**config.mk**
```make
export PLATFORM = sky130hd
export DESIGN_NAME = aafs_core
export DESIGN_NICKNAME = d
export VERILOG_FILES = /design/src/core/aafs_pkg.sv /design/src/core/aafs_core.sv
export VERILOG_INCLUDE_DIRS = /design/src /design/src/core
export SDC_FILE = /design/constraint.sdc
export NUM_CORES = 1
export LEC_CHECK = 0
export ABC_CLOCK_PERIOD_IN_PS = 5800
export CAP_MARGIN = 40
export CORE_UTILIZATION = 59
export CTS_CLUSTER_DIAMETER = 60
export DETAILED_ROUTE_END_ITERATION = 10
export DONT_BUFFER_PORTS = 1
export PLACE_DENSITY_LB_ADDON = 0.25
export SLEW_MARGIN = 10
export SYNTH_ARGS = -nofsm -noshare
export SYNTH_HDL_FRONTEND = slang
export SYNTH_SLANG_ARGS = --single-unit
```
**constraint.sdc**
```tcl
create_clock -name core_clk_i -period 5.8 [get_ports core_clk_i]
set_clock_uncertainty 0.05 [all_clocks]
set_input_delay 0.29 -clock core_clk_i [delete_from_list [all_inputs] [get_ports core_clk_i]]
set_output_delay 0.29 -clock core_clk_i [all_outputs]
set_load 0.05 [all_outputs]
```
**src/core/aafs_cfg.svh**
```systemverilog
// register offsets, reset values and timing counts of the activity/filter/sync config slice
// assumes inclusion by core/aafs_core.sv only
`ifndef AAFS_CFG_SVH
`define AAFS_CFG_SVH
// register indexes; byte address is four times the index
`define AAFS_IDX_AXIS_EN   8'h24
`define AAFS_IDX_THR_HIGH  8'h25
`define AAFS_IDX_THR_LOW   8'h26
`define AAFS_IDX_CNT_TGT   8'h27
`define AAFS_IDX_FILTER    8'h28
`define AAFS_IDX_WMARK     8'h29
`define AAFS_IDX_PIN_MAP   8'h2A
`define AAFS_IDX_SYNC      8'h2B
`define AAFS_IDX_POLARITY  8'h2C
// reset values
`define AAFS_RST_AXIS_EN   8'h00
`define AAFS_RST_THR       8'h00
`define AAFS_RST_CNT_TGT   8'h01
`define AAFS_RST_FILTER    8'h00
`define AAFS_RST_WMARK     7'h60
`define AAFS_RST_PIN_MAP   8'h00
`define AAFS_RST_SYNC      3'h0
// field positions
`define AAFS_HPF_MSB       6
`define AAFS_HPF_LSB       4
`define AAFS_ODR_MSB       3
`define AAFS_ODR_LSB       0
`define AAFS_EXTERNAL_CLOCK_SELECT_BIT   2
`define AAFS_POL_BIT       6
// sample bits compared against the threshold
`define AAFS_MAG_MSB       18
`define AAFS_MAG_LSB       3
// interpolated sync delay in oscillator cycles, and highest defined rate code
`define AAFS_ISYNC_MIN     14
`define AAFS_ISYNC_MAX     8204
`define AAFS_ODR_MAX_CODE  4'hA
`endif

```
**src/core/aafs_pkg.sv**
```systemverilog
// types of the activity/filter/sync config slice
// assumes nothing beyond a SystemVerilog compiler
package aafs_pkg;
  typedef enum logic [1:0] {
    AAFS_SYNC_INT,
    AAFS_SYNC_DIRECT,
    AAFS_SYNC_INTERP,
    AAFS_SYNC_RSVD
  } aafs_sync_mode_t;
  typedef enum logic {AAFS_DLY_IDLE, AAFS_DLY_RUN} aafs_dly_state_t;
endpackage

```
**src/core/aafs_core.sv**
```systemverilog
// activity detection, filter settings, watermark, irq routing and sync control registers
// assumes an AHB-Lite master on core_clk_i; sync_i and fifo/sample inputs from the core datapath
//
// Chosen here: the AHB-Lite interface to the registers.
`timescale 1ns/1ps
`include "aafs_cfg.svh"
module aafs_core #(
  parameter int unsigned ISYNC_MAX = `AAFS_ISYNC_MAX
) (
  input  wire logic                   core_clk_i,
  input  wire logic                   rstn_i,
  input  wire logic                   hsel_i,
  input  wire logic [11:0]            haddr_i,
  input  wire logic [1:0]             htrans_i,
  input  wire logic                   hwrite_i,
  input  wire logic [2:0]             hsize_i,
  input  wire logic [31:0]            hwdata_i,
  input  wire logic                   hready_i,
  output logic      [31:0]            hrdata_o,
  output logic                        hreadyout_o,
  output logic                        hresp_o,
  input  wire logic                   sample_valid_i,
  input  wire logic [19:0]            x_sample_i,
  input  wire logic [19:0]            y_sample_i,
  input  wire logic [19:0]            z_sample_i,
  input  wire logic                   data_ready_i,
  input  wire logic [6:0]             fifo_level_i,
  input  wire logic                   queue_overrun_i,
  input  wire logic                   sync_i,
  output logic                        irq_pin_a_o,
  output logic                        irq_pin_b_o,
  output logic                        sample_ready_o,
  output logic                        activity_o,
  output logic                        hpf_bypass_o,
  output logic      [17:0]            hpf_fraction_o,
  output logic      [3:0]             rate_shift_o,
  output logic      [4:0]             lowpass_shift_o,
  output logic                        external_clock_select_o,
  output aafs_pkg::aafs_sync_mode_t   external_sync_mode_o,
  output logic                        interp_shift_o
);
  import aafs_pkg::*;

  localparam int unsigned ISYNC_STEP = (ISYNC_MAX - `AAFS_ISYNC_MIN) / 10;

  logic [7:0]  axis_en_q;
  logic [15:0] thr_q;
  logic [7:0]  cnt_tgt_q;
  logic [7:0]  filter_q;
  logic [6:0]  wmark_q;
  logic [7:0]  pin_map_q;
  logic [2:0]  sync_q;
  logic        pol_q;
  logic        wr_pend_q;
  logic [7:0]  wr_idx_q;
  logic [7:0]  run_cnt_q;
  logic        activity_q;
  logic        wm_evt_q;
  logic        sync_m_q;
  logic        sync_s_q;
  logic        sync_p_q;
  logic [13:0] dly_cnt_q;
  aafs_dly_state_t dly_st_q;
  logic        ready_q;
  logic [31:0] rdata_q;
  logic [3:0]  events;
  logic        any_a;
  logic        any_b;
  logic        sync_edge;
  logic [13:0] isync_dly;
  logic [19:0] abs_x;
  logic [19:0] abs_y;
  logic [19:0] abs_z;
  logic [2:0]  over;
  logic        exceed;
  logic [7:0]  idx;
  logic        acc;
  logic [7:0]  rd_val;

  // bus decode; zero wait states, always OKAY
  assign hreadyout_o = 1'b1;
  assign hresp_o     = 1'b0;
  assign idx         = haddr_i[9:2];
  assign acc         = hsel_i & hready_i & htrans_i[1] & (haddr_i[11:10] == 2'b00);

  // read mux; reserved bits and unmapped indexes read zero
  always_comb begin
    rd_val = 8'h00;
    if (idx == `AAFS_IDX_AXIS_EN) begin
      rd_val = {5'h00, axis_en_q[2:0]};
    end else if (idx == `AAFS_IDX_THR_HIGH) begin
      rd_val = thr_q[15:8];
    end else if (idx == `AAFS_IDX_THR_LOW) begin
      rd_val = thr_q[7:0];
    end else if (idx == `AAFS_IDX_CNT_TGT) begin
      rd_val = cnt_tgt_q;
    end else if (idx == `AAFS_IDX_FILTER) begin
      rd_val = {1'b0, filter_q[6:0]};
    end else if (idx == `AAFS_IDX_WMARK) begin
      rd_val = {1'b0, wmark_q};
    end else if (idx == `AAFS_IDX_PIN_MAP) begin
      rd_val = pin_map_q;
    end else if (idx == `AAFS_IDX_SYNC) begin
      rd_val = {5'h00, sync_q};
    end else if (idx == `AAFS_IDX_POLARITY) begin
      rd_val = {1'b0, pol_q, 6'h00};
    end
  end

  // address phase capture and read data register
  always_ff @(posedge core_clk_i or negedge rstn_i) begin
    if (!rstn_i) begin
      wr_pend_q <= 1'b0;
      wr_idx_q  <= 8'h00;
      rdata_q   <= 32'h0000_0000;
    end else begin
      wr_pend_q <= acc & hwrite_i;
      wr_idx_q  <= idx;
      if (acc & !hwrite_i) begin
        rdata_q <= {24'h00_0000, rd_val};
      end
    end
  end
  assign hrdata_o = rdata_q;

  // register writes in the data phase; reserved bits dropped
  always_ff @(posedge core_clk_i or negedge rstn_i) begin
    if (!rstn_i) begin
      axis_en_q <= `AAFS_RST_AXIS_EN;
      thr_q     <= {`AAFS_RST_THR, `AAFS_RST_THR};
      cnt_tgt_q <= `AAFS_RST_CNT_TGT;
      filter_q  <= `AAFS_RST_FILTER;
      wmark_q   <= `AAFS_RST_WMARK;
      pin_map_q <= `AAFS_RST_PIN_MAP;
      sync_q    <= `AAFS_RST_SYNC;
      pol_q     <= 1'b0;
    end else if (wr_pend_q) begin
      if (wr_idx_q == `AAFS_IDX_AXIS_EN) begin
        axis_en_q <= {5'h00, hwdata_i[2:0]};
      end else if (wr_idx_q == `AAFS_IDX_THR_HIGH) begin
        thr_q[15:8] <= hwdata_i[7:0];
      end else if (wr_idx_q == `AAFS_IDX_THR_LOW) begin
        thr_q[7:0] <= hwdata_i[7:0];
      end else if (wr_idx_q == `AAFS_IDX_CNT_TGT) begin
        cnt_tgt_q <= hwdata_i[7:0];
      end else if (wr_idx_q == `AAFS_IDX_FILTER) begin
        filter_q <= {1'b0, hwdata_i[6:0]};
      end else if (wr_idx_q == `AAFS_IDX_WMARK) begin
        wmark_q <= hwdata_i[6:0];
      end else if (wr_idx_q == `AAFS_IDX_PIN_MAP) begin
        pin_map_q <= hwdata_i[7:0];
      end else if (wr_idx_q == `AAFS_IDX_SYNC) begin
        sync_q <= hwdata_i[2:0];
      end else if (wr_idx_q == `AAFS_IDX_POLARITY) begin
        pol_q <= hwdata_i[`AAFS_POL_BIT];
      end
    end
  end

  // axis magnitudes; bit 19 of the magnitude means above any threshold
  assign abs_x = x_sample_i[19] ? 20'(-x_sample_i) : x_sample_i;
  assign abs_y = y_sample_i[19] ? 20'(-y_sample_i) : y_sample_i;
  assign abs_z = z_sample_i[19] ? 20'(-z_sample_i) : z_sample_i;
  // strict compare on magnitude bits 18:3, gated per axis
  assign over[0] = axis_en_q[0] & (abs_x[19] | (abs_x[18:3] > thr_q));
  assign over[1] = axis_en_q[1] & (abs_y[19] | (abs_y[18:3] > thr_q));
  assign over[2] = axis_en_q[2] & (abs_z[19] | (abs_z[18:3] > thr_q));
  assign exceed  = |over;

  // consecutive-exceedance run counter and activity level
  always_ff @(posedge core_clk_i or negedge rstn_i) begin
    if (!rstn_i) begin
      run_cnt_q  <= 8'h00;
      activity_q <= 1'b0;
    end else if (sample_valid_i) begin
      if (!exceed) begin
        run_cnt_q  <= 8'h00;
        activity_q <= 1'b0;
      end else begin
        if (run_cnt_q != 8'hFF) begin
          run_cnt_q <= run_cnt_q + 8'h01;
        end
        activity_q <= ({1'b0, run_cnt_q} + 9'h001) >= {1'b0, cnt_tgt_q};
      end
    end
  end
  assign activity_o = activity_q;

  // watermark reached once stored samples reach the count
  always_ff @(posedge core_clk_i or negedge rstn_i) begin
    if (!rstn_i) begin
      wm_evt_q <= 1'b0;
    end else begin
      wm_evt_q <= fifo_level_i >= wmark_q;
    end
  end

  // filter decode; the host may retune the high-pass while measuring
  assign hpf_bypass_o = filter_q[`AAFS_HPF_MSB:`AAFS_HPF_LSB] == 3'h0;
  always_comb begin
    case (filter_q[`AAFS_HPF_MSB:`AAFS_HPF_LSB]) // units of 1e-8 of the rate
      3'h1:    hpf_fraction_o = 18'd247000;
      3'h2:    hpf_fraction_o = 18'd62084;
      3'h3:    hpf_fraction_o = 18'd15545;
      3'h4:    hpf_fraction_o = 18'd3862;
      3'h5:    hpf_fraction_o = 18'd954;
      3'h6:    hpf_fraction_o = 18'd238;
      default: hpf_fraction_o = 18'd0;
    endcase
  end
  // rate is 4000 Hz shifted right by the code low-pass two more
  assign rate_shift_o    = filter_q[`AAFS_ODR_MSB:`AAFS_ODR_LSB];
  assign lowpass_shift_o = {1'b0, rate_shift_o} + 5'h02;

  // clock source and sync mode out to the timing logic
  assign external_clock_select_o = sync_q[`AAFS_EXTERNAL_CLOCK_SELECT_BIT];
  assign external_sync_mode_o    = aafs_sync_mode_t'(sync_q[1:0]);
  assign interp_shift_o          = external_sync_mode_o == AAFS_SYNC_INTERP;

  // sync pin synchroniser and rising-edge detect
  always_ff @(posedge core_clk_i or negedge rstn_i) begin
    if (!rstn_i) begin
      sync_m_q <= 1'b0;
      sync_s_q <= 1'b0;
      sync_p_q <= 1'b0;
    end else begin
      sync_m_q <= sync_i;
      sync_s_q <= sync_m_q;
      sync_p_q <= sync_s_q;
    end
  end
  assign sync_edge = sync_s_q & !sync_p_q;
  // delay grows linearly with the rate code, 14 at code 0
  assign isync_dly = 14'(`AAFS_ISYNC_MIN + ISYNC_STEP * rate_shift_o);

  // interpolated sync delay counter
  always_ff @(posedge core_clk_i or negedge rstn_i) begin
    if (!rstn_i) begin
      dly_st_q  <= AAFS_DLY_IDLE;
      dly_cnt_q <= 14'h0000;
    end else begin
      case (dly_st_q)
        AAFS_DLY_IDLE: begin
          if (sync_edge && external_sync_mode_o == AAFS_SYNC_INTERP) begin
            dly_st_q  <= AAFS_DLY_RUN;
            dly_cnt_q <= isync_dly - 14'h0002; // pulse lands on the delay-th cycle
          end
        end
        default: begin
          dly_cnt_q <= dly_cnt_q - 14'h0001;
          if (dly_cnt_q == 14'h0000 || external_sync_mode_o != AAFS_SYNC_INTERP) begin
            dly_st_q <= AAFS_DLY_IDLE;
          end
        end
      endcase
    end
  end

  // sample ready source per sync mode; reserved mode gives none
  always_ff @(posedge core_clk_i or negedge rstn_i) begin
    if (!rstn_i) begin
      ready_q <= 1'b0;
    end else begin
      case (external_sync_mode_o)
        AAFS_SYNC_INT:    ready_q <= data_ready_i;
        AAFS_SYNC_DIRECT: ready_q <= sync_edge;
        AAFS_SYNC_INTERP: ready_q <= (dly_st_q == AAFS_DLY_RUN) && (dly_cnt_q == 14'h0000);
        default:          ready_q <= 1'b0;
      endcase
    end
  end
  assign sample_ready_o = ready_q;

  // event vector: ready, watermark, overrun, activity
  assign events = {activity_q, queue_overrun_i, wm_evt_q, ready_q};
  assign any_a  = |(events & pin_map_q[3:0]);
  assign any_b  = |(events & pin_map_q[7:4]);

  // pin drivers with polarity
  always_ff @(posedge core_clk_i or negedge rstn_i) begin
    if (!rstn_i) begin
      irq_pin_a_o <= 1'b1;
      irq_pin_b_o <= 1'b1;
    end else begin
      irq_pin_a_o <= pol_q ? any_a : !any_a;
      irq_pin_b_o <= pol_q ? any_b : !any_b;
    end
  end

  // checks
  property p_wmark;
    @(posedge core_clk_i) disable iff (!rstn_i)
      (fifo_level_i >= wmark_q) |=> wm_evt_q;
  endproperty
  a_wmark: assert property (p_wmark) else $error("watermark not raised");

  property p_pin_a;
    @(posedge core_clk_i) disable iff (!rstn_i)
      (|(events & pin_map_q[3:0])) |=> (irq_pin_a_o == $past(pol_q));
  endproperty
  a_pin_a: assert property (p_pin_a) else $error("pin a not asserted");

  property p_pin_b;
    @(posedge core_clk_i) disable iff (!rstn_i)
      (|(events & pin_map_q[7:4])) |=> (irq_pin_b_o == $past(pol_q));
  endproperty
  a_pin_b: assert property (p_pin_b) else $error("pin b not asserted");

  property p_idle_pol;
    @(posedge core_clk_i) disable iff (!rstn_i)
      !(|(events & pin_map_q[7:4])) |=> (irq_pin_b_o != $past(pol_q));
  endproperty
  a_idle_pol: assert property (p_idle_pol) else $error("pin b idle level wrong");

  property p_run_clear;
    @(posedge core_clk_i) disable iff (!rstn_i)
      (sample_valid_i && !exceed) |=> (run_cnt_q == 8'h00) && !activity_q;
  endproperty
  a_run_clear: assert property (p_run_clear) else $error("run not cleared");

  property p_activity;
    @(posedge core_clk_i) disable iff (!rstn_i)
      (sample_valid_i && exceed && ({1'b0, run_cnt_q} + 9'h001 >= {1'b0, cnt_tgt_q}))
        |=> activity_q;
  endproperty
  a_activity: assert property (p_activity) else $error("activity not declared");

  property p_direct;
    @(posedge core_clk_i) disable iff (!rstn_i)
      (sync_edge && external_sync_mode_o == AAFS_SYNC_DIRECT) |=> sample_ready_o;
  endproperty
  a_direct: assert property (p_direct) else $error("no ready on sync");

  property p_interp;
    @(posedge core_clk_i) disable iff (!rstn_i)
      (sync_edge && external_sync_mode_o == AAFS_SYNC_INTERP && dly_st_q == AAFS_DLY_IDLE
        && rate_shift_o == 4'h0)
        |-> ##14 (sample_ready_o || (external_sync_mode_o != AAFS_SYNC_INTERP));
  endproperty
  a_interp: assert property (p_interp) else $error("interpolated ready late");

  property p_bypass;
    @(posedge core_clk_i) disable iff (!rstn_i)
      (filter_q[6:4] == 3'h0) |-> (hpf_bypass_o && (hpf_fraction_o == 18'd0));
  endproperty
  a_bypass: assert property (p_bypass) else $error("bypass decode wrong");
endmodule

```
==> results of run 1 <==
state kept, by name (all words and copies together), names as in the netlist, 3 cells and up:
signal / count
axis_en_q: 3
cnt_tgt_q: 8
dly_cnt_q: 14
filter_q: 7
hrdata_o: 8
pin_map_q: 8
run_cnt_q: 8
sync_q: 3
thr_q: 16
wmark_q: 7
wr_idx_q: 8
repair_timing:
item,4_1_cts,5_1_grt
setup endpoints to repair,0,0
hold buffers,12,0
endpoints found under the hold margin,111,0
power groups by stage:
stage / logic [W] / clock network, W / registers (W)
after floorplan: 0.000457 / 0 / 0.000861
after global placement: 0.000492 / 0 / 0.000883
after detailed placement: 0.000527 / 0 / 0.000890
after CTS: 0.000554 / 0.000580 / 0.000877
after global routing: 0.000618 / 0.000610 / 0.000887
final: 0.000557 / 0.000568 / 0.000878
area by class of cell:
cell class                 count  area share (%)
tap                          176           2.580
sequential                   101           29.69
inverter                      49           2.155
multi-input combinational    675           59.67
timing repair buffer          23           2.668
clock inverter                 4          0.3958
clock buffer                  11           2.844
cell usage in the layout, fill, tap and decap left out, types with 26 or more instances in the layout:
master,count
xnor2_1,57
a21oi_1,56
mux2_2,55
dfrtp_1,96
o21ai_0,47
inv_1,49
ha_1,89
nand2_1,66
conb_1,26
nor2_1,37
cell families (layout without fill, tap and decap cells):
| family | count (synthesis) | after routing |
|---|---|---|
| xor+xnor | 75 | 75 |
| flops | 101 | 101 |
| mux | 71 | 71 |
| other cells | 2 | 26 |
| simple gates | 226 | 226 |
| buf+inv | 101 | 87 |
| compound gates | 187 | 187 |
| fa+ha+maj | 90 | 90 |
per-layer routing:
metal,part of all wire (%),vias up,global-route usage (%),wire length [µm]
met4,2.7,0,10.52,535
met1,42,3153,35.88,8372
met3,7.1,44,8.060,1421
li1,-,3050,-,-
met5,0,-,0,0
met2,49,243,49.38,9763
cells in the mapped netlist, types with 8 or more instances:
cell	count	area share, %
nor2b_1	8	0.62
clkbuf_1	16	0.75
xnor2_1	57	6.2
nand2_1	66	3.1
dfrtp_1	96	30
or3_1	10	0.78
buf_4	34	3.2
o22ai_1	9	0.70
xor2_1	18	2.0
nand2b_1	14	1.1
o31ai_1	9	0.84
ha_1	89	14
mux2_2	55	7.7
a21o_1	8	0.75
nand3_1	17	1.1
nand4_1	13	1.0
nor2_1	38	1.8
inv_1	49	2.3
a21oi_1	56	3.5
o21ai_0	50	3.1
mux2i_1	12	1.5
nor3_1	13	0.81
stage by stage:
stage               setup WS (ns)  util [%]  hold WS, ns
floorplan                   1.897         -     -0.05559
global placement            1.416     60.57     -0.05306
detailed placement          1.730     61.08     -0.05315
CTS                         2.086     64.19      0.01985
global route                1.801     64.19      0.01347
finish                      2.060     64.19      0.03478
final timing paths:
check                                to  slack, ns  cells after the start
min                        cnt_tgt_q[7]       0.03                      1
min in group asynchronous   hrdata_o[1]       0.55                      2
min reg2reg                    sync_p_q       0.32                      0
max reg2reg                dly_cnt_q[9]       2.06                     12
max                        dly_cnt_q[9]       2.06                     12
max in group asynchronous    wmark_q[6]       4.78                      2
==> flow_summary.yaml, run 1 <==
die:
  fp.dieW_um: 118.8
  ios: 195
  rows: 42
  initial_utilization_pct: 60.53
  core_area_um2: 13300
  dieArea_um2: 14110
  die_h_um: 118.8
cells_and_area:
  regArea_um2: 2534
  layout-drive-gt1-share_pct: 12.17
  n_antenna_cell: 0
  multiInputGateArea_um2: 5092
  syn_to_final_growth_pct: 6.048
  final_area_um2: 8534
  fillers: 1049
  fin_cells: 1039
  nets: 1074
grt:
  grt.overflow.total: 0
  grt_max_degree: 102
  grt_util_all_layers_pct: 29.33
  grt_pass1_wl_um: 31920
  antenna_found_initial: 0
  grt_pass1_vias: 6407
cts:
  cts-resized-gates: 0
  tritoncts: "done"
  post_cts_buffers: 0
  h-tree-depth: 3
  cts_made_buffers: 9
  ctsLongestPathBuffers: 2
  clk-insertion-delay-late_ns: 0.35
  cts_root_buffer: "clkbuf_16"
  path_clk_slew_ns: 0.07
  cts_sinks: 101
power_and_ir_drop:
  comb_power_share_pct: 27.8
  p_clk_share_pct: 28.3
  p_sw_w: 0.0006948
  p_total_w: 0.002003
  p_seq_share_pct: 43.9
  peakVddDrop_uv: 232.8
  p_leak_nw: 3.805
  intPower_w: 0.001309
  switching_share_pct: 34.68
  powerDensity_nw_per_um2: 234.7
timing:
  fmax_ghz: 0.2674
  min_period_ns: 3.740
  fin_setup_tns_ns: 0
  max-slew-margin-rel_pct: 41.67
  drv_slew: 0
  max_slew.worst_pin.slew_ns: 0.8717
  hold_viol: 0
  fin_crit_sh_pct: 64.48
  setup_violations: 0
  rsz0062_at_grt: "no"
placed_design:
  routabilityCongestion: 0.8347
  dp_hpwl_um: 15400
  dp.cells: 1012
  io_buffers: 0
  dpl_cell_area_um2: 8120
synthesis:
  synth_area_um2: 8048
  synth_edf_count: 0
  synthCells: 853
  ys_seq_area_share_pct: 31.48
  synth_top_family_by_area: "simple AND/OR/NAND/NOR gates"
  synth_flop_cell: "dfrtp_1"
  async_flop_share_pct: 100.0
  yosysUniqueCellTypes: 70
  postSynthAreaPerCell_um2: 9.435
  synth_seq_cells: 101
  synthAdderAreaFrac_pct: 14.09
  synth_compound_area_share_pct: 14.47
  muxShareOfSynthArea_pct: 10.31
  yosysWarnings: 0
  synth_xor_area_share_pct: 8.162
  yosys.area_share.simple_pct: 15.00
setup_path:
  path_buf_inv: 1
  critPathMaxFanout: 9
  crit_start: "filter_q[2]"
  crit_path_max_incr_delay_ns: 0.85
  crit_arrival_ns: 3.91
  worstSetupStartpointType: "register"
  critical_path_class: "register to register"
  worstReg2RegStart: "filter_q[2]"
  cp_data_required_time_ns: 5.97
  crit_slowest_cell: "dfrtp_1"
  crit_family: "adder cells"
  timing.critical_path.mode_cell: "ha_1"
  crit_chain: "inv_1 -> ha_1 -> xnor2_1 -> ha_1 -> ha_1 -> fa_1 -> a21o_1 -> a21oi_1 -> nor2_1 -> o21ai_0 -> xor2_1 -> a21oi_1"
  cp-end-kind: "register"
routing:
  drtIter0Drc: 562
  viasPerCell: 6.246
  wl_per_cell_um: 19.34
  remaining_drc_errors: 0
  postRouteWirelength_um: 20090
  ant_nets: 0
  first_pass_iters: 5
  num_vias: 6490
min_path:
  holdCritStartpoint: "hwdata_i[7]"
  min_path_type: "input port to register"
job:
  cap_violations: 0
run_status:
  status: "completed"
No activity file was read; power rests on OpenSTA's default activity.
==> run 2, diff against run 1 <==
--- a/config.mk
+++ b/config.mk
@@ -6,7 +6,7 @@
 export SDC_FILE = /design/constraint.sdc
 export NUM_CORES = 1
 export LEC_CHECK = 0
-export ABC_CLOCK_PERIOD_IN_PS = 5800
+export ABC_CLOCK_PERIOD_IN_PS = 3500
 export CAP_MARGIN = 40
 export CORE_UTILIZATION = 59
 export CTS_CLUSTER_DIAMETER = 60
==> constraint.sdc (replaced) <==
create_clock -name core_clk_i -period 3.5 [get_ports core_clk_i]
set_clock_uncertainty 0.05 [all_clocks]
set_input_delay 0.175 -clock core_clk_i [delete_from_list [all_inputs] [get_ports core_clk_i]]
set_output_delay 0.175 -clock core_clk_i [all_outputs]
set_load 0.05 [all_outputs]
==> run 2 against run 1 <==
Sequential cell count unchanged; critical endpoint is now run_cnt_q[4]; critical path type is now input port to register; sequential power increased by 65%; critical path depth increased by 1; combinational power increased by 75%; highest routed layer unchanged; clock power increased by 95%; wire length increased by 3.3%; design area increased by 4.4%.
==> flow_summary.yaml, run 2 (same netlist as run 1, synthesis figures left out) <==
run_status:
  status: "completed"
setup_path:
  critical_path_class: "input port to register"
  path_buf_inv: 1
  cp_data_required_time_ns: 3.69
  crit_family: "simple AND/OR/NAND/NOR gates"
  crit_slowest_cell: "or4_1"
  worstSetupStartpointType: "input port"
  cp-end-kind: "register"
  rrSetupSlack_ns: 0.23
  crit_chain: "or4_4 -> or4_1 -> or3_4 -> o21ai_1 -> xnor2_1 -> ha_1 -> nand4_1 -> or4_1 -> o21ai_1 -> a31oi_2 -> nor4_4 -> buf_12 -> a21oi_1"
  crit_arrival_ns: 3.58
  critPathMaxFanout: 9
  crit_path_max_incr_delay_ns: 0.55
grt:
  antenna_found_initial: 2
  grt_max_degree: 102
  grt_util_all_layers_pct: 30.42
  grt_pass1_wl_um: 33530
  grt.overflow.total: 0
  grt_pass1_vias: 6706
placed_design:
  io_buffers: 0
  dp_hpwl_um: 15460
  dpl_cell_area_um2: 8312
  routabilityCongestion: 0.8962
cts:
  tritoncts: "done"
  h-tree-depth: 3
  post_cts_buffers: 0
  cts_sinks: 101
  cts_root_buffer: "clkbuf_16"
  ctsLongestPathBuffers: 2
  clk-insertion-delay-late_ns: 0.36
  path_clk_slew_ns: 0.07
  cts_made_buffers: 9
cells_and_area:
  nets: 1102
  largest_register_ffs: 16
  final_cell_mix: "dfrtp_1, ha_1, nand2_1, xnor2_1"
  final_core_util_pct: 67.01
  syn_to_final_growth_pct: 10.70
  fillers: 1018
  final_common_cell: "dfrtp_1"
  top_register: "thr_q"
  final_area_um2: 8909
  largestRegisters: "thr_q x16, dly_cnt_q x14"
  layout-drive-gt1-share_pct: 15.02
timing:
  max_slew.worst_pin.slew_ns: 0.8688
  fmax_ghz: 0.2951
  drv_slew: 0
  max-slew-margin-rel_pct: 41.86
  fin_crit_sh_pct: 96.81
  min_period_ns: 3.388
  hold_viol: 0
  setup_violations: 0
power_and_ir_drop:
  p_total_w: 0.003535
  peakVddDrop_uv: 356.6
  powerDensity_nw_per_um2: 396.8
  p_leak_nw: 3.987
routing:
  drtIter0Drc: 612
  num_vias: 6660
  remaining_drc_errors: 0
  first_pass_iters: 5
  postRouteWirelength_um: 20760
  viasPerCell: 6.224
  ant_nets: 0
  wl_per_cell_um: 19.40
die:
  dieArea_um2: 14110
  ios: 195
  die_h_um: 118.8
  rows: 42
  initial_utilization_pct: 60.53
  core_area_um2: 13300
  fp.dieW_um: 118.8
job:
  cap_violations: 0
min_path:
  min_path_type: "input port to register"
[run 2: cell count changes in the layout (fill, tap and decap cells not counted), moves of 4 or more]
| cell | delta |
|---|---|
| o21ai_1 | +4 |
| buf_4 | +18 |
| dlygate4sd3_1 | +10 |
| o21ai_0 | -4 |
[run 2: path summary, 6_finish.rpt]
path,to,from,depth (start not counted)
max in group asynchronous,wmark_q[5],rstn_i,2
worst min register to register,sync_p_q,sync_s_q,0
worst max register to register,dly_cnt_q[9],filter_q[2],12
min in group asynchronous,filter_q[2],rstn_i,2
worst max-delay path,run_cnt_q[4],y_sample_i[13],13
worst min-delay path,run_cnt_q[6],sample_valid_i,2
[run 2: report_power, final]
| group | internal [W] | total (W) | switching (W) |
|---|---|---|---|
| registers | 0.00128 | 0.00145 | 0.000163 |
| logic | 0.000405 | 0.000976 | 0.000571 |
| clock network | 0.000657 | 0.00111 | 0.000454 |
| total | 0.00235 | 0.00354 | 0.00119 |
[run 2: timing repair]
item	4_1_cts	5_1_grt
hold buffers	22	0
resized for setup	0	4
setup endpoints to repair	0	9
endpoints found under the hold margin	165	0
[run 2: stage by stage]
stage	setup TNS (ns)	hold WS, ns	setup WS [ns]	cells
floorplan	-0.4335	-0.1706	-0.05353	877
global placement	-1.052	-0.1681	-0.1344	1025
detailed placement	-1.655	-0.1674	-0.2144	1030
CTS	0	0.006336	0.1346	1068
global route	-0.03570	0.03837	-0.03570	1070
finish	0	0.006161	0.1116	1070
[run 2: cell type report]
cell class	instances	area (µm²)	share of cell area, %
diodes	2	5.005	0.05618
clock buffers	11	242.7	2.725
clock inverters	5	88.84	0.9972
inverters	49	183.9	2.065
multi-input cells	675	5162	57.95
flip-flops and latches	101	2534	28.44
well taps	176	220.2	2.472
repair buffers	51	471.7	5.295
[run 2: metal layers]
metal	share of wire [%]	track usage [%]	up-vias
li1	-	-	3111
met1	42	38.61	3208
met2	48	50.58	291
met3	6.9	6.564	50
met4	2.6	11.71	0
met5	0	0	-
==> run 3, diff against run 2 <==
--- a/config.mk
+++ b/config.mk
@@ -12,7 +12,7 @@
 export CTS_CLUSTER_DIAMETER = 60
 export DETAILED_ROUTE_END_ITERATION = 10
 export DONT_BUFFER_PORTS = 1
-export PLACE_DENSITY_LB_ADDON = 0.25
+export PLACE_DENSITY = 0.79
 export SLEW_MARGIN = 10
 export SYNTH_ARGS = -nofsm -noshare
 export SYNTH_HDL_FRONTEND = slang
==> run 3 against run 2 <==
Core utilization decreased by 0.16 points; power shrank 2.6%; clock power down 7%; critical path depth is the same; hold slack improved by 0.013 ns; sequential cell count unchanged; design area fell by 0.24%; first-iteration DRC count shrank 24%; die area unchanged; critical endpoint is now run_cnt_q[1]; largest power group unchanged; highest routed layer unchanged.
==> flow_summary.yaml, run 3 (same netlist as run 1, synthesis figures left out) <==
run_status:
  status: "completed"
grt:
  antenna_found_initial: 0
  grt_pass1_vias: 6277
  grt.overflow.total: 0
  grt_max_degree: 102
  grt_pass1_wl_um: 31470
  grt_util_all_layers_pct: 28.57
setup_path:
  crit_chain: "or4_4 -> or4_1 -> or3_4 -> o31ai_4 -> xnor2_1 -> ha_1 -> nand4_1 -> or4_1 -> o21ai_1 -> a31oi_2 -> nor4_4 -> buf_4 -> a21oi_1"
  critPathMaxFanout: 9
  worstSetupStartpointType: "input port"
  timing.critical_path.mode_cell: "or4_1"
  crit_arrival_ns: 3.52
  worstReg2RegStart: "filter_q[2]"
  crit_path_max_incr_delay_ns: 0.52
  cp-end-kind: "register"
  crit_slowest_cell: "or4_4"
  reg2reg_to: "dly_cnt_q[11]"
  worst-r2r-cell-count: 12
  rrSetupSlack_ns: 0.21
  cp_data_required_time_ns: 3.69
  critical_path_class: "input port to register"
routing:
  first_pass_iters: 5
  wl_per_cell_um: 18.57
  remaining_drc_errors: 0
  viasPerCell: 6.116
  drtIter0Drc: 467
  num_vias: 6544
  ant_nets: 0
  postRouteWirelength_um: 19870
timing:
  postLayoutSetupSlackWorst_ns: 0.1618
  setup_violations: 0
  drv_slew: 0
  rsz0062_at_grt: "no"
  min_period_ns: 3.338
  hold_viol: 0
  max-slew-margin-rel_pct: 41.71
  max_slew.worst_pin.slew_ns: 0.8712
  fin_crit_sh_pct: 95.38
  fmax_ghz: 0.2996
job:
  cap_violations: 0
placed_design:
  dp_slack_ns: -0.2276
  dp_hpwl_um: 14650
  dp.cells: 1032
  io_buffers: 0
  routabilityCongestion: 0.8773
min_path:
  holdCritStartpoint: "haddr_i[2]"
  worst_hold_path.endpoint: "hrdata_o[2]"
  min_path_type: "input port to register"
  hold_path_depth: 2
die:
  dieArea_um2: 14110
  core_area_um2: 13300
  ios: 195
  fp.dieW_um: 118.8
  rows: 42
  initial_utilization_pct: 60.53
  die_h_um: 118.8
power_and_ir_drop:
  powerDensity_nw_per_um2: 387.4
  peakVddDrop_uv: 247.0
  p_leak_nw: 3.992
cts:
  ctsLongestPathBuffers: 2
  tritoncts: "done"
  cts_sinks: 101
  cts_root_buffer: "clkbuf_16"
  path_clk_slew_ns: 0.07
  clk-insertion-delay-late_ns: 0.35
  cts_made_buffers: 9
  h-tree-depth: 3
cells_and_area:
  layout-drive-gt1-share_pct: 15.21
  top_register: "thr_q"
  largest_register_ffs: 16
  largestRegisters: "thr_q x16, dly_cnt_q x14"
  final_cell_mix: "dfrtp_1, ha_1, nand2_1, xnor2_1, a21oi_1"
  syn_to_final_growth_pct: 10.43
  nets: 1104
  fillers: 1003
  fin_cells: 1070
  n_antenna_cell: 0
  final_common_cell: "dfrtp_1"
## run 3: power breakdown
part	total, W	internal, W	switching, W	leakage (nW)
clock	0.00103	0.000579	0.000455	0.151
sequential	0.00145	0.00128	0.000160	1.21
combinational	0.000964	0.000399	0.000564	2.63
## run 3: layout make-up
| type | instances | area, µm² | area share [%] |
|---|---|---|---|
| clock buffers | 10 | 239.0 | 2.689 |
| multi-input cells | 675 | 5169 | 58.16 |
| flip-flops and latches | 101 | 2534 | 28.51 |
| clock inverters | 6 | 67.56 | 0.7602 |
| repair buffers | 53 | 474.2 | 5.336 |
| inverters | 49 | 183.9 | 2.070 |
| well taps | 176 | 220.2 | 2.478 |
## run 3: metrics by stage
step	setup TNS, ns	hold slack, ns	util, %	power (W)	cell area [µm²]
6_report	0	0.01905	66.85	0.003443	8887
5_1_grt	0	0.04001	66.85	0.003611	8887
4_1_cts	0	0.01747	66.63	0.003432	8859
3_5_place_dp	-1.680	-0.1679	62.54	0.002350	8314
3_3_place_gp	-1.146	-0.1678	62.28	0.002313	8280
2_1_floorplan	-0.4335	-0.1706	-	0.002190	8185
## run 3: critical path: cells and delay by family
kind | cells | cell delay, ns
xor gates and xnor gates | 1 | 0.10
AOI/OAI and AO/OA | 4 | 0.52
adders and majority gates | 1 | 0.30
buffers and inverters | 1 | 0.21
and+or+nand+nor | 6 | 2.21
## run 3: layer usage
layer / GRT usage, % / up-vias / part of all wire (%)
met5: 0 / - / 0
met4: 7.911 / 0 / 2.1
met3: 7.095 / 34 / 6.6
met2: 49.05 / 224 / 49
met1: 35.58 / 3176 / 42
li1: - / 3110 / -
## run 3: worst max path at each step
stage | startpoint | end | slack (ns) | cells after the start
CTS | y_sample_i[13] | run_cnt_q[6] | 0.13 | 13
floorplan | y_sample_i[13] | run_cnt_q[6] | -0.05 | 12
detailed placement | z_sample_i[3] | run_cnt_q[6] | -0.23 | 15
global placement | y_sample_i[13] | run_cnt_q[6] | -0.17 | 13
finish | y_sample_i[13] | run_cnt_q[1] | 0.16 | 13
global route | z_sample_i[3] | run_cnt_q[6] | 0.003 | 15
## run 3: repair_timing
action,4_1_cts,5_1_grt
buffers inserted,0,0
resized for setup,0,4
hold buffers,22,0
setup endpoints to repair,0,9
hold endpoints to repair,167,0
